**config.mk**
```make
export PLATFORM = sky130hd
export DESIGN_NAME = clv_level_regs
export DESIGN_NICKNAME = d
export VERILOG_FILES = /design/src/design/clv_pkg.sv /design/src/design/clv_level_regs.sv /design/src/design/clv_zc_sched.sv
export SDC_FILE = /design/constraint.sdc
export NUM_CORES = 2
export LEC_CHECK = 0
export BUFFER_PORTS_ARGS = -buffer_cell sky130_fd_sc_hd__buf_2
export CAP_MARGIN = 20
export CORE_MARGIN = 2
export CORE_UTILIZATION = 41
export CTS_BUF_LIST = sky130_fd_sc_hd__clkbuf_2
export DETAILED_ROUTE_END_ITERATION = 10
export GPL_ROUTABILITY_DRIVEN = 0
export RECOVER_POWER = 100
export SLEW_MARGIN = 25
export SYNTH_ARGS = -nofsm -noshare
export SYNTH_HDL_FRONTEND = slang
export SYNTH_SLANG_ARGS = --single-unit
```
**constraint.sdc**
```tcl
create_clock -name ref_clk -period 20.7 [get_ports ref_clk]
set_input_delay 4.14 -clock ref_clk [delete_from_list [all_inputs] [get_ports ref_clk]]
set_output_delay 4.14 -clock ref_clk [all_outputs]
set_load 0.005 [all_outputs]
```
**src/design/clv_pkg.sv**
```systemverilog
// Package of constants shared by the channel level and silence register bank.
package clv_pkg;

  // Register map and reset values.
  localparam logic [7:0] ADDR_LEVEL_FIRST = 8'h01;
  localparam logic [7:0] ADDR_LEVEL_LAST  = 8'h08;
  localparam logic [7:0] ADDR_FINE        = 8'h09;
  localparam logic [7:0] ADDR_SILENCE     = 8'h0a;
  localparam logic [7:0] ADDR_CFG_PIN     = 8'h0b;
  localparam logic [7:0] ADDR_CFG_ZC      = 8'h0c;
  localparam logic [7:0] LEVEL_RESET      = 8'hd2;
  localparam logic [7:0] FINE_RESET       = 8'h00;
  localparam logic [7:0] SILENCE_RESET    = 8'h00;
  localparam logic [5:0] CFG_PIN_RESET    = 6'h20;
  localparam logic [4:0] CFG_ZC_RESET     = 5'h0d;

  // Field positions in the pin and pairing configuration register.
  localparam int SILENCE_PIN_ENABLE_BIT = 5;
  localparam int SILENCE_PIN_LEVEL_BIT  = 4;
  localparam int LINK_PAIR_ONE_TWO_BIT  = 0;

  // Field positions in the zero-cross configuration register.
  localparam int ZC_POLICY_LSB  = 0;
  localparam int ZC_TIMEOUT_LSB = 2;

  // Zero-cross policies.
  localparam logic [1:0] ZC_IMMEDIATE   = 2'h0;
  localparam logic [1:0] ZC_DISCARD_OLD = 2'h1;
  localparam logic [1:0] ZC_APPLY_OLD   = 2'h2;

  // Level span in quarter-dB units: +22 dB and -96 dB.
  localparam int                LEVEL_OFFSET_Q = 420;
  localparam logic signed [10:0] LEVEL_MAX_Q    = 11'sd88;
  localparam logic signed [10:0] LEVEL_MIN_Q    = -11'sd384;

  // Timing.
  localparam int CLK_PERIOD_NS = 4;
  localparam int NS_PER_MS     = 1000000;
  localparam int CYCLES_PER_MS = NS_PER_MS / CLK_PERIOD_NS;
  localparam int TMO_W         = 24;

  // Time-out period in milliseconds for each time-out code.
  function automatic logic [7:0] timeout_ms(input logic [2:0] code);
    unique case (code)
      3'h0: timeout_ms = 8'd5;
      3'h1: timeout_ms = 8'd10;
      3'h2: timeout_ms = 8'd15;
      3'h3: timeout_ms = 8'd18;
      3'h4: timeout_ms = 8'd20;
      3'h5: timeout_ms = 8'd30;
      3'h6: timeout_ms = 8'd40;
      3'h7: timeout_ms = 8'd50;
    endcase
  endfunction : timeout_ms

endpackage : clv_pkg

```
**src/design/clv_level_regs.sv**
```systemverilog
// Register bank for per-channel level and silence with pin control and pair linking.
//
// Operation
// Eight level registers, reset to 0 dB.
// Code equals twice dB plus 210.
// Controller rounds quarter-dB target down first.
// Out-of-span codes accepted, level clamped.
// Level changes follow zero-cross policy and time-out.
// Fine-step bit adds quarter dB, resets zero.
// Silence bit silences its channel while set.
// Config bit 5 enables silence pin.
// Config bit 4 selects pin active level.
// Link bit makes pair follow lower channel.
// Link bits 3..0 pair channels 7/8..1/2.
// Policy field chooses immediate, discard or apply-old.
// Time-out field selects 5 to 50 ms.
// Quarter-dB level is twice code minus 420.
// Silenced by own bit or active pin.
module clv_level_regs
  import clv_pkg::*;
#(
  parameter int CHANNELS       = 8,
  parameter int CYCLES_PER_MS_P = CYCLES_PER_MS
) (
  // Clock and reset
  input  wire logic                      ref_clk,
  input  wire logic                      rst,
  // Register port from the serial control port
  input  wire logic [7:0]                reg_addr,
  input  wire logic [7:0]                reg_wdata,
  input  wire logic                      reg_wr,
  output logic      [7:0]                reg_rdata,
  // Pins
  input  wire logic                      silence_pin,
  input  wire logic [CHANNELS-1:0]       zero_cross,
  // Effective state
  output logic      [CHANNELS-1:0][9:0]  level_q,
  output logic      [CHANNELS-1:0]       silenced
);

  typedef struct packed {
    logic [CHANNELS-1:0][7:0] level;
    logic [CHANNELS-1:0]      fine;
    logic [CHANNELS-1:0]      sil;
    logic [5:0]               cfg_pin;
    logic [4:0]               cfg_zc;
    logic [1:0]               pin_sync;
    logic [CHANNELS-1:0]      zc_s1;
    logic [CHANNELS-1:0]      zc_s2;
    logic [7:0]               rdata;
    logic [CHANNELS-1:0][9:0] lvl_out;
    logic [CHANNELS-1:0]      sil_out;
  } clv_state_t;

  clv_state_t cur_reg;
  clv_state_t cur_next;

  logic [CHANNELS-1:0][8:0] desired;
  logic [CHANNELS-1:0][8:0] applied;
  logic [CHANNELS-1:0]      eff_sil;
  logic [TMO_W-1:0]         timeout_cycles;

  // Quarter-dB level from a code and fine-step bit, clamped to the analog span.
  function automatic logic [9:0] quarter_level(input logic [8:0] cf);
    logic signed [10:0] v;
    v = $signed({2'b00, cf[8:1], 1'b0}) + $signed({10'h000, cf[0]})
        - 11'(LEVEL_OFFSET_Q);
    if (v > LEVEL_MAX_Q) begin
      v = LEVEL_MAX_Q;
    end else if (v < LEVEL_MIN_Q) begin
      v = LEVEL_MIN_Q;
    end
    quarter_level = v[9:0];
  endfunction : quarter_level

  assign timeout_cycles = TMO_W'(timeout_ms(cur_reg.cfg_zc[ZC_TIMEOUT_LSB +: 3])
                                 * CYCLES_PER_MS_P);

  // Odd-numbered channel of a linked pair follows its lower partner.
  genvar ch;
  generate
    for (ch = 0; ch < CHANNELS; ch++) begin : g_ch
      localparam int SRC_LINKED = ch - (ch % 2);
      logic linked;
      assign linked = (ch % 2 == 1)
                      && cur_reg.cfg_pin[LINK_PAIR_ONE_TWO_BIT + ch / 2];
      assign desired[ch] = linked
          ? {cur_reg.level[SRC_LINKED], cur_reg.fine[SRC_LINKED]}
          : {cur_reg.level[ch], cur_reg.fine[ch]};
      assign eff_sil[ch] = linked ? cur_reg.sil[SRC_LINKED] : cur_reg.sil[ch];

      clv_zc_sched u_sched (
        .ref_clk           (ref_clk),
        .rst               (rst),
        .zero_cross_policy (cur_reg.cfg_zc[ZC_POLICY_LSB +: 2]),
        .timeout_cycles    (timeout_cycles),
        .desired           (desired[ch]),
        .zero_cross        (cur_reg.zc_s2[ch]),
        .applied           (applied[ch])
      );
    end
  endgenerate

  always_comb begin
    logic pin_active;
    pin_active        = 1'b0;
    cur_next          = cur_reg;
    cur_next.pin_sync = {cur_reg.pin_sync[0], silence_pin};
    cur_next.zc_s1    = zero_cross;
    cur_next.zc_s2    = cur_reg.zc_s1;

    if (reg_wr) begin
      if (reg_addr >= ADDR_LEVEL_FIRST && reg_addr <= ADDR_LEVEL_LAST) begin
        cur_next.level[3'(reg_addr - ADDR_LEVEL_FIRST)] = reg_wdata;
      end else if (reg_addr == ADDR_FINE) begin
        cur_next.fine = reg_wdata;
      end else if (reg_addr == ADDR_SILENCE) begin
        cur_next.sil = reg_wdata;
      end else if (reg_addr == ADDR_CFG_PIN) begin
        cur_next.cfg_pin = reg_wdata[5:0];
      end else if (reg_addr == ADDR_CFG_ZC) begin
        cur_next.cfg_zc = reg_wdata[4:0];
      end
    end

    // Read data follow the address one cycle later; unmapped addresses read zero.
    if (reg_addr >= ADDR_LEVEL_FIRST && reg_addr <= ADDR_LEVEL_LAST) begin
      cur_next.rdata = cur_reg.level[3'(reg_addr - ADDR_LEVEL_FIRST)];
    end else if (reg_addr == ADDR_FINE) begin
      cur_next.rdata = cur_reg.fine;
    end else if (reg_addr == ADDR_SILENCE) begin
      cur_next.rdata = cur_reg.sil;
    end else if (reg_addr == ADDR_CFG_PIN) begin
      cur_next.rdata = {2'b00, cur_reg.cfg_pin};
    end else if (reg_addr == ADDR_CFG_ZC) begin
      cur_next.rdata = {3'b000, cur_reg.cfg_zc};
    end else begin
      cur_next.rdata = 8'h00;
    end

    pin_active = cur_reg.cfg_pin[SILENCE_PIN_ENABLE_BIT]
                 && (cur_reg.pin_sync[1] == cur_reg.cfg_pin[SILENCE_PIN_LEVEL_BIT]);
    for (int i = 0; i < CHANNELS; i++) begin
      cur_next.lvl_out[i] = quarter_level(applied[i]);
      cur_next.sil_out[i] = eff_sil[i] | pin_active;
    end
  end

  always_ff @(posedge ref_clk or posedge rst) begin
    if (rst) begin
      cur_reg          <= '0;
      cur_reg.level    <= {CHANNELS{LEVEL_RESET}};
      cur_reg.fine     <= FINE_RESET[CHANNELS-1:0];
      cur_reg.sil      <= SILENCE_RESET[CHANNELS-1:0];
      cur_reg.cfg_pin  <= CFG_PIN_RESET;
      cur_reg.cfg_zc   <= CFG_ZC_RESET;
      cur_reg.pin_sync <= 2'b11;
    end else begin
      cur_reg <= cur_next;
    end
  end

  assign reg_rdata = cur_reg.rdata;
  assign level_q   = cur_reg.lvl_out;
  assign silenced  = cur_reg.sil_out;

endmodule : clv_level_regs

```
**src/design/clv_zc_sched.sv**
```systemverilog
// Per-channel scheduler that applies level changes under the zero-cross policy.
module clv_zc_sched
  import clv_pkg::*;
(
  // Clock and reset
  input  wire logic             ref_clk,
  input  wire logic             rst,
  // Settings
  input  wire logic [1:0]       zero_cross_policy,
  input  wire logic [TMO_W-1:0] timeout_cycles,
  input  wire logic [8:0]       desired,
  input  wire logic             zero_cross,
  // Result
  output logic      [8:0]       applied
);

  typedef struct packed {
    logic [8:0]       applied;
    logic [8:0]       pending;
    logic             pend;
    logic [8:0]       last;
    logic [TMO_W-1:0] cnt;
  } clv_sched_t;

  localparam clv_sched_t SCHED_RESET = '{
    applied: {LEVEL_RESET, 1'b0}, pending: {LEVEL_RESET, 1'b0}, pend: 1'b0,
    last: {LEVEL_RESET, 1'b0}, cnt: '0};

  clv_sched_t cur_reg;
  clv_sched_t cur_next;

  always_comb begin
    cur_next      = cur_reg;
    cur_next.last = desired;
    if (cur_reg.pend) begin
      if (zero_cross || cur_reg.cnt == '0) begin
        cur_next.applied = cur_reg.pending;
        cur_next.pend    = 1'b0;
      end else begin
        cur_next.cnt = cur_reg.cnt - 1'b1;
      end
    end
    if (desired != cur_reg.last) begin
      if (zero_cross_policy == ZC_IMMEDIATE) begin
        cur_next.applied = desired;
        cur_next.pend    = 1'b0;
      end else begin
        // A newer change replaces the pending one; the apply-old policy lands it first.
        if (zero_cross_policy == ZC_APPLY_OLD && cur_reg.pend) begin
          cur_next.applied = cur_reg.pending;
        end
        cur_next.pending = desired;
        cur_next.pend    = 1'b1;
        cur_next.cnt     = timeout_cycles;
      end
    end
  end

  always_ff @(posedge ref_clk or posedge rst) begin
    if (rst) begin
      cur_reg <= SCHED_RESET;
    end else begin
      cur_reg <= cur_next;
    end
  end

  assign applied = cur_reg.applied;

endmodule : clv_zc_sched
```
==> summary.log <==
INFO  timing         drv_slew=704
INFO  floorplanning  initial_utilization=41.3%
INFO  floorplanning  ios=124
INFO  timing         setup_total_negative_slack=0ns
INFO  timing         finalClockSkew=0.137ns
INFO  synth          synth_seq_cells=621
INFO  global_routing grt_antenna_before_repair=5
INFO  clock_tree     numCtsBuffers=161
INFO  routing        via_count=23700
INFO  global_routing first_pass_grt_wire_length=135000microns
INFO  routing        post_drt_wl_per_cell=19.6microns
INFO  placed_design  io_buffers=123
INFO  floorplanning  rows=102
INFO  synth          ys.flop_type=sky130_fd_sc_hd__dfrtp_1
INFO  synth          synthTopCellsByArea=sky130_fd_sc_hd__dfrtp_1 38%, sky130_fd_sc_hd__dfstp_2 11%, sky130_fd_sc_hd__xnor2_1 5.0%, sky130_fd_sc_hd__mux2_2 4.6%, sky130_fd_sc_hd__mux2i_1 4.4%
INFO  clock_tree     numClockSinks=621
INFO  synth          synthesis.area=32000squm
INFO  timing         whs=0.343ns
INFO  setup_path     worst-endpoint-required=21.26ns
INFO  timing         relSlewSlack=-166%
INFO  synth          synth_top_area_share=38.1%
INFO  routing        drt_iter0_drc=1596
INFO  clock_tree     clk_pin_slew=0.10ns
INFO  timing         finalHoldViolations=0
INFO  clock_tree     clk_path_buf_depth=3
INFO  global_routing gr-usage-all-layers=21.2%
INFO  clock_tree     post_cts_resize_count=0
INFO  synth          synth.avg_cell_area=10.5squm
INFO  routing        met1_length=37300microns
INFO  setup_path     cell_with_the_largest_stage_delay_on_the_worst_path=sky130_fd_sc_hd__clkbuf_1
INFO  timing         final_period_minus_worst_setup_slack=10.25ns
INFO  layout         sequential_cell_area=15700squm
INFO  setup_path     setup_cp_type=in -> async
INFO  global_routing number_of_global_route_vias_before_repair=24200
INFO  routing        drc=0
INFO  layout         largest_register_ffs=344
INFO  floorplanning  die-width=283microns
INFO  timing         clock.fmax=97.5MHz
INFO  layout         final_net_count=3241
INFO  routing        drt.antenna.violating_nets=0
INFO  floorplanning  design.die.area=80200squm
INFO  setup_path     timing.critical_path.slowest_cell_delay=2.76ns
INFO  timing         unrepaired_setup_endpoints_after_global_routing=false
INFO  min_path       hold-path-cell-count=0
INFO  layout         mostFrequentLayoutCells=487 x sky130_fd_sc_hd__dfrtp_1, 250 x sky130_fd_sc_hd__clkbuf_2, 212 x sky130_fd_sc_hd__nand2_1
INFO  synth          netlist.top_cell.by_area=sky130_fd_sc_hd__dfrtp_1
INFO  synth          synth_seq_area_share=49.1%
INFO  min_path       min-delay-path-class=reg -> reg
INFO  setup_path     setup.worst_path.end_class=asynchronous set/reset pin
INFO  floorplanning  vert_die_dim=283microns
INFO  layout         final_cell_area=34500squm
INFO  clock_tree     worstSkewPairLatency=1.40ns
INFO  status         outcome=finished, violations left
INFO  placed_design  placement.cell_area=33100squm
INFO  clock_tree     postCtsSetupBuffers=0
INFO  routing        met2_layer_wire_length_in_the_routed_design=40500microns
INFO  setup_path     worst-r2r-cell-count=14
INFO  layout         area_delta_synth_final=7.86%
INFO  synth          synth_nets=3135
INFO  timing         setup_viol=0
INFO  pwr            power.leakage=15.3nW
INFO  synth          yosysWarningCount=0
INFO  setup_path     crit_path_start_kind=primary input
INFO  setup_path     critPathMostFrequentCell=sky130_fd_sc_hd__clkbuf_1
INFO  layout         multi_input_area=14700squm
INFO  synth          ys_types=87
INFO  clock_tree     cts_hold_buf=0
INFO  setup_path     timing.critical_path.cells=buf_2 -> clkinvlp_2 -> clkbuf_1 -> buf_16 -> clkbuf_1
INFO  synth          postSynth.asyncResetShare=100%
INFO  clock_tree     cts_tree=yes
INFO  synth          synth-edff-count=0
INFO  global_routing pin_count_of_the_biggest_net_entering_global_routing=191
INFO  floorplanning  floorplan.core_area=77300squm
INFO  routing        route.top_layer_used=met5
INFO  global_routing globalRoute.totalOverflow=0
INFO  setup_path     crit_path_arrival_time=10.81ns
INFO  layout         layout-drive-gt1-share=20.1%
INFO  layout         layout_commonest_cell=sky130_fd_sc_hd__dfrtp_1
INFO  routing        via_per_inst=5.49
INFO  setup_path     worstPathMaxFanout=122
INFO  clock_tree     clock-root-buffer=sky130_fd_sc_hd__clkbuf_2
INFO  pwr            powerDensity=140nW/um^2
INFO  clock_tree     htree_num_levels=4
INFO  routing        totalWireLength=84800microns
INFO  status         violations=max-capacitance violations, max-slew violations
INFO  synth          netlist_instances=3031
INFO  routing        met3_length=4580microns
INFO  placed_design  hpwlAfterDp=57700microns
INFO  pwr            peakVddDrop=73.9uV
INFO  layout         filler_cell_count=7275
INFO  timing         post-route-period-util=49.5%
INFO  routing        drt-pass1-iter-count=6
INFO  timing         worst_pin_slew=3.99ns
INFO  run            cap_viol_max_count=17
==> through the flow <==
step / util (%) / setup WS (ns) / total power [mW] / std cells
2_1_floorplan: - / 8.19 / 3.40 / 3031
3_3_place_gp: 42.8 / 13.41 / 3.88 / 4013
3_5_place_dp: 42.8 / 13.34 / 3.95 / 4013
4_1_cts: 44.8 / 14.47 / 4.88 / 4310
5_1_grt: 44.6 / 9.10 / 5.21 / 4317
6_report: 44.6 / 10.45 / 4.83 / 4317
==> area by class of cell <==
| type | count | area share [%] |
|---|---|---|
| multi-input cells | 2082 | 42.6 |
| inverters | 117 | 1.28 |
| diodes | 6 | 0.0435 |
| clock inverters | 47 | 0.976 |
| clock buffers | 250 | 3.63 |
| repair buffers | 154 | 2.17 |
| flip-flops and latches | 621 | 45.5 |
| well taps | 1040 | 3.77 |
==> worst paths after layout <==
| kind | from | end | slack [ns] |
|---|---|---|---|
| min reg2reg | cur_next[103]$_DFF_PP0_ | cur_reg[103]$_DFF_PP0_ | 0.34 |
| max in group ref_clk | reg_addr[0] | cur_reg[202]$_DFFE_PP0P_ | 13.93 |
| max reg2reg | cur_reg[118]$_DFFE_PP0P_ | g_ch[6].u_sched.cur_reg[23]$_DFF_PP0_ | 14.25 |
| max | rst | level_q[40]$_DFF_PP0_ | 10.45 |
| min in group asynchronous | rst | level_q[50]$_DFF_PP0_ | 2.81 |
| min | cur_next[103]$_DFF_PP0_ | cur_reg[103]$_DFF_PP0_ | 0.34 |
==> cells in the mapped netlist, types with 66 or more instances <==
cell type	count
sky130_fd_sc_hd__nor2_1	210
sky130_fd_sc_hd__buf_4	98
sky130_fd_sc_hd__o21ai_0	115
sky130_fd_sc_hd__xor2_1	86
sky130_fd_sc_hd__xnor2_1	183
sky130_fd_sc_hd__nor3_1	66
sky130_fd_sc_hd__mux2_2	131
sky130_fd_sc_hd__clkbuf_1	89
sky130_fd_sc_hd__nor4_1	78
sky130_fd_sc_hd__nand2_1	212
sky130_fd_sc_hd__o22ai_1	108
sky130_fd_sc_hd__dfrtp_1	487
sky130_fd_sc_hd__mux2i_1	141
sky130_fd_sc_hd__inv_1	116
sky130_fd_sc_hd__a21oi_1	106
sky130_fd_sc_hd__ha_1	71
sky130_fd_sc_hd__dfstp_2	134
==> logic make-up (layout without fill, tap and decap cells) <==
logic type	Yosys count	after routing	synth area share [%]
simple gates	893	893	14.5
flops	621	621	49.1
compound gates	566	566	11.5
buf+inv	328	568	5.07
mux	277	277	9.34
xor+xnor	269	269	7.37
fa+ha+maj	76	76	3.09
other cells	1	7	0.0117
==> power by group <==
group          switching (mW)  leakage, nW  internal (mW)
registers               0.361         7.52           1.63
clock network           0.526         1.20          0.385
logic                    1.14         6.54          0.791
==> critical path, delay by kind of cell <==
family	cells	cell delay [ns]
buf+inv	5	6.43
==> routing by layer <==
metal,vias up,GRT usage [%]
met5,-,0
met4,2,8.37
met2,673,34.3
li1,11100,-
met1,11800,27.6
met3,168,4.56
(Power assumes the default switching activity.)
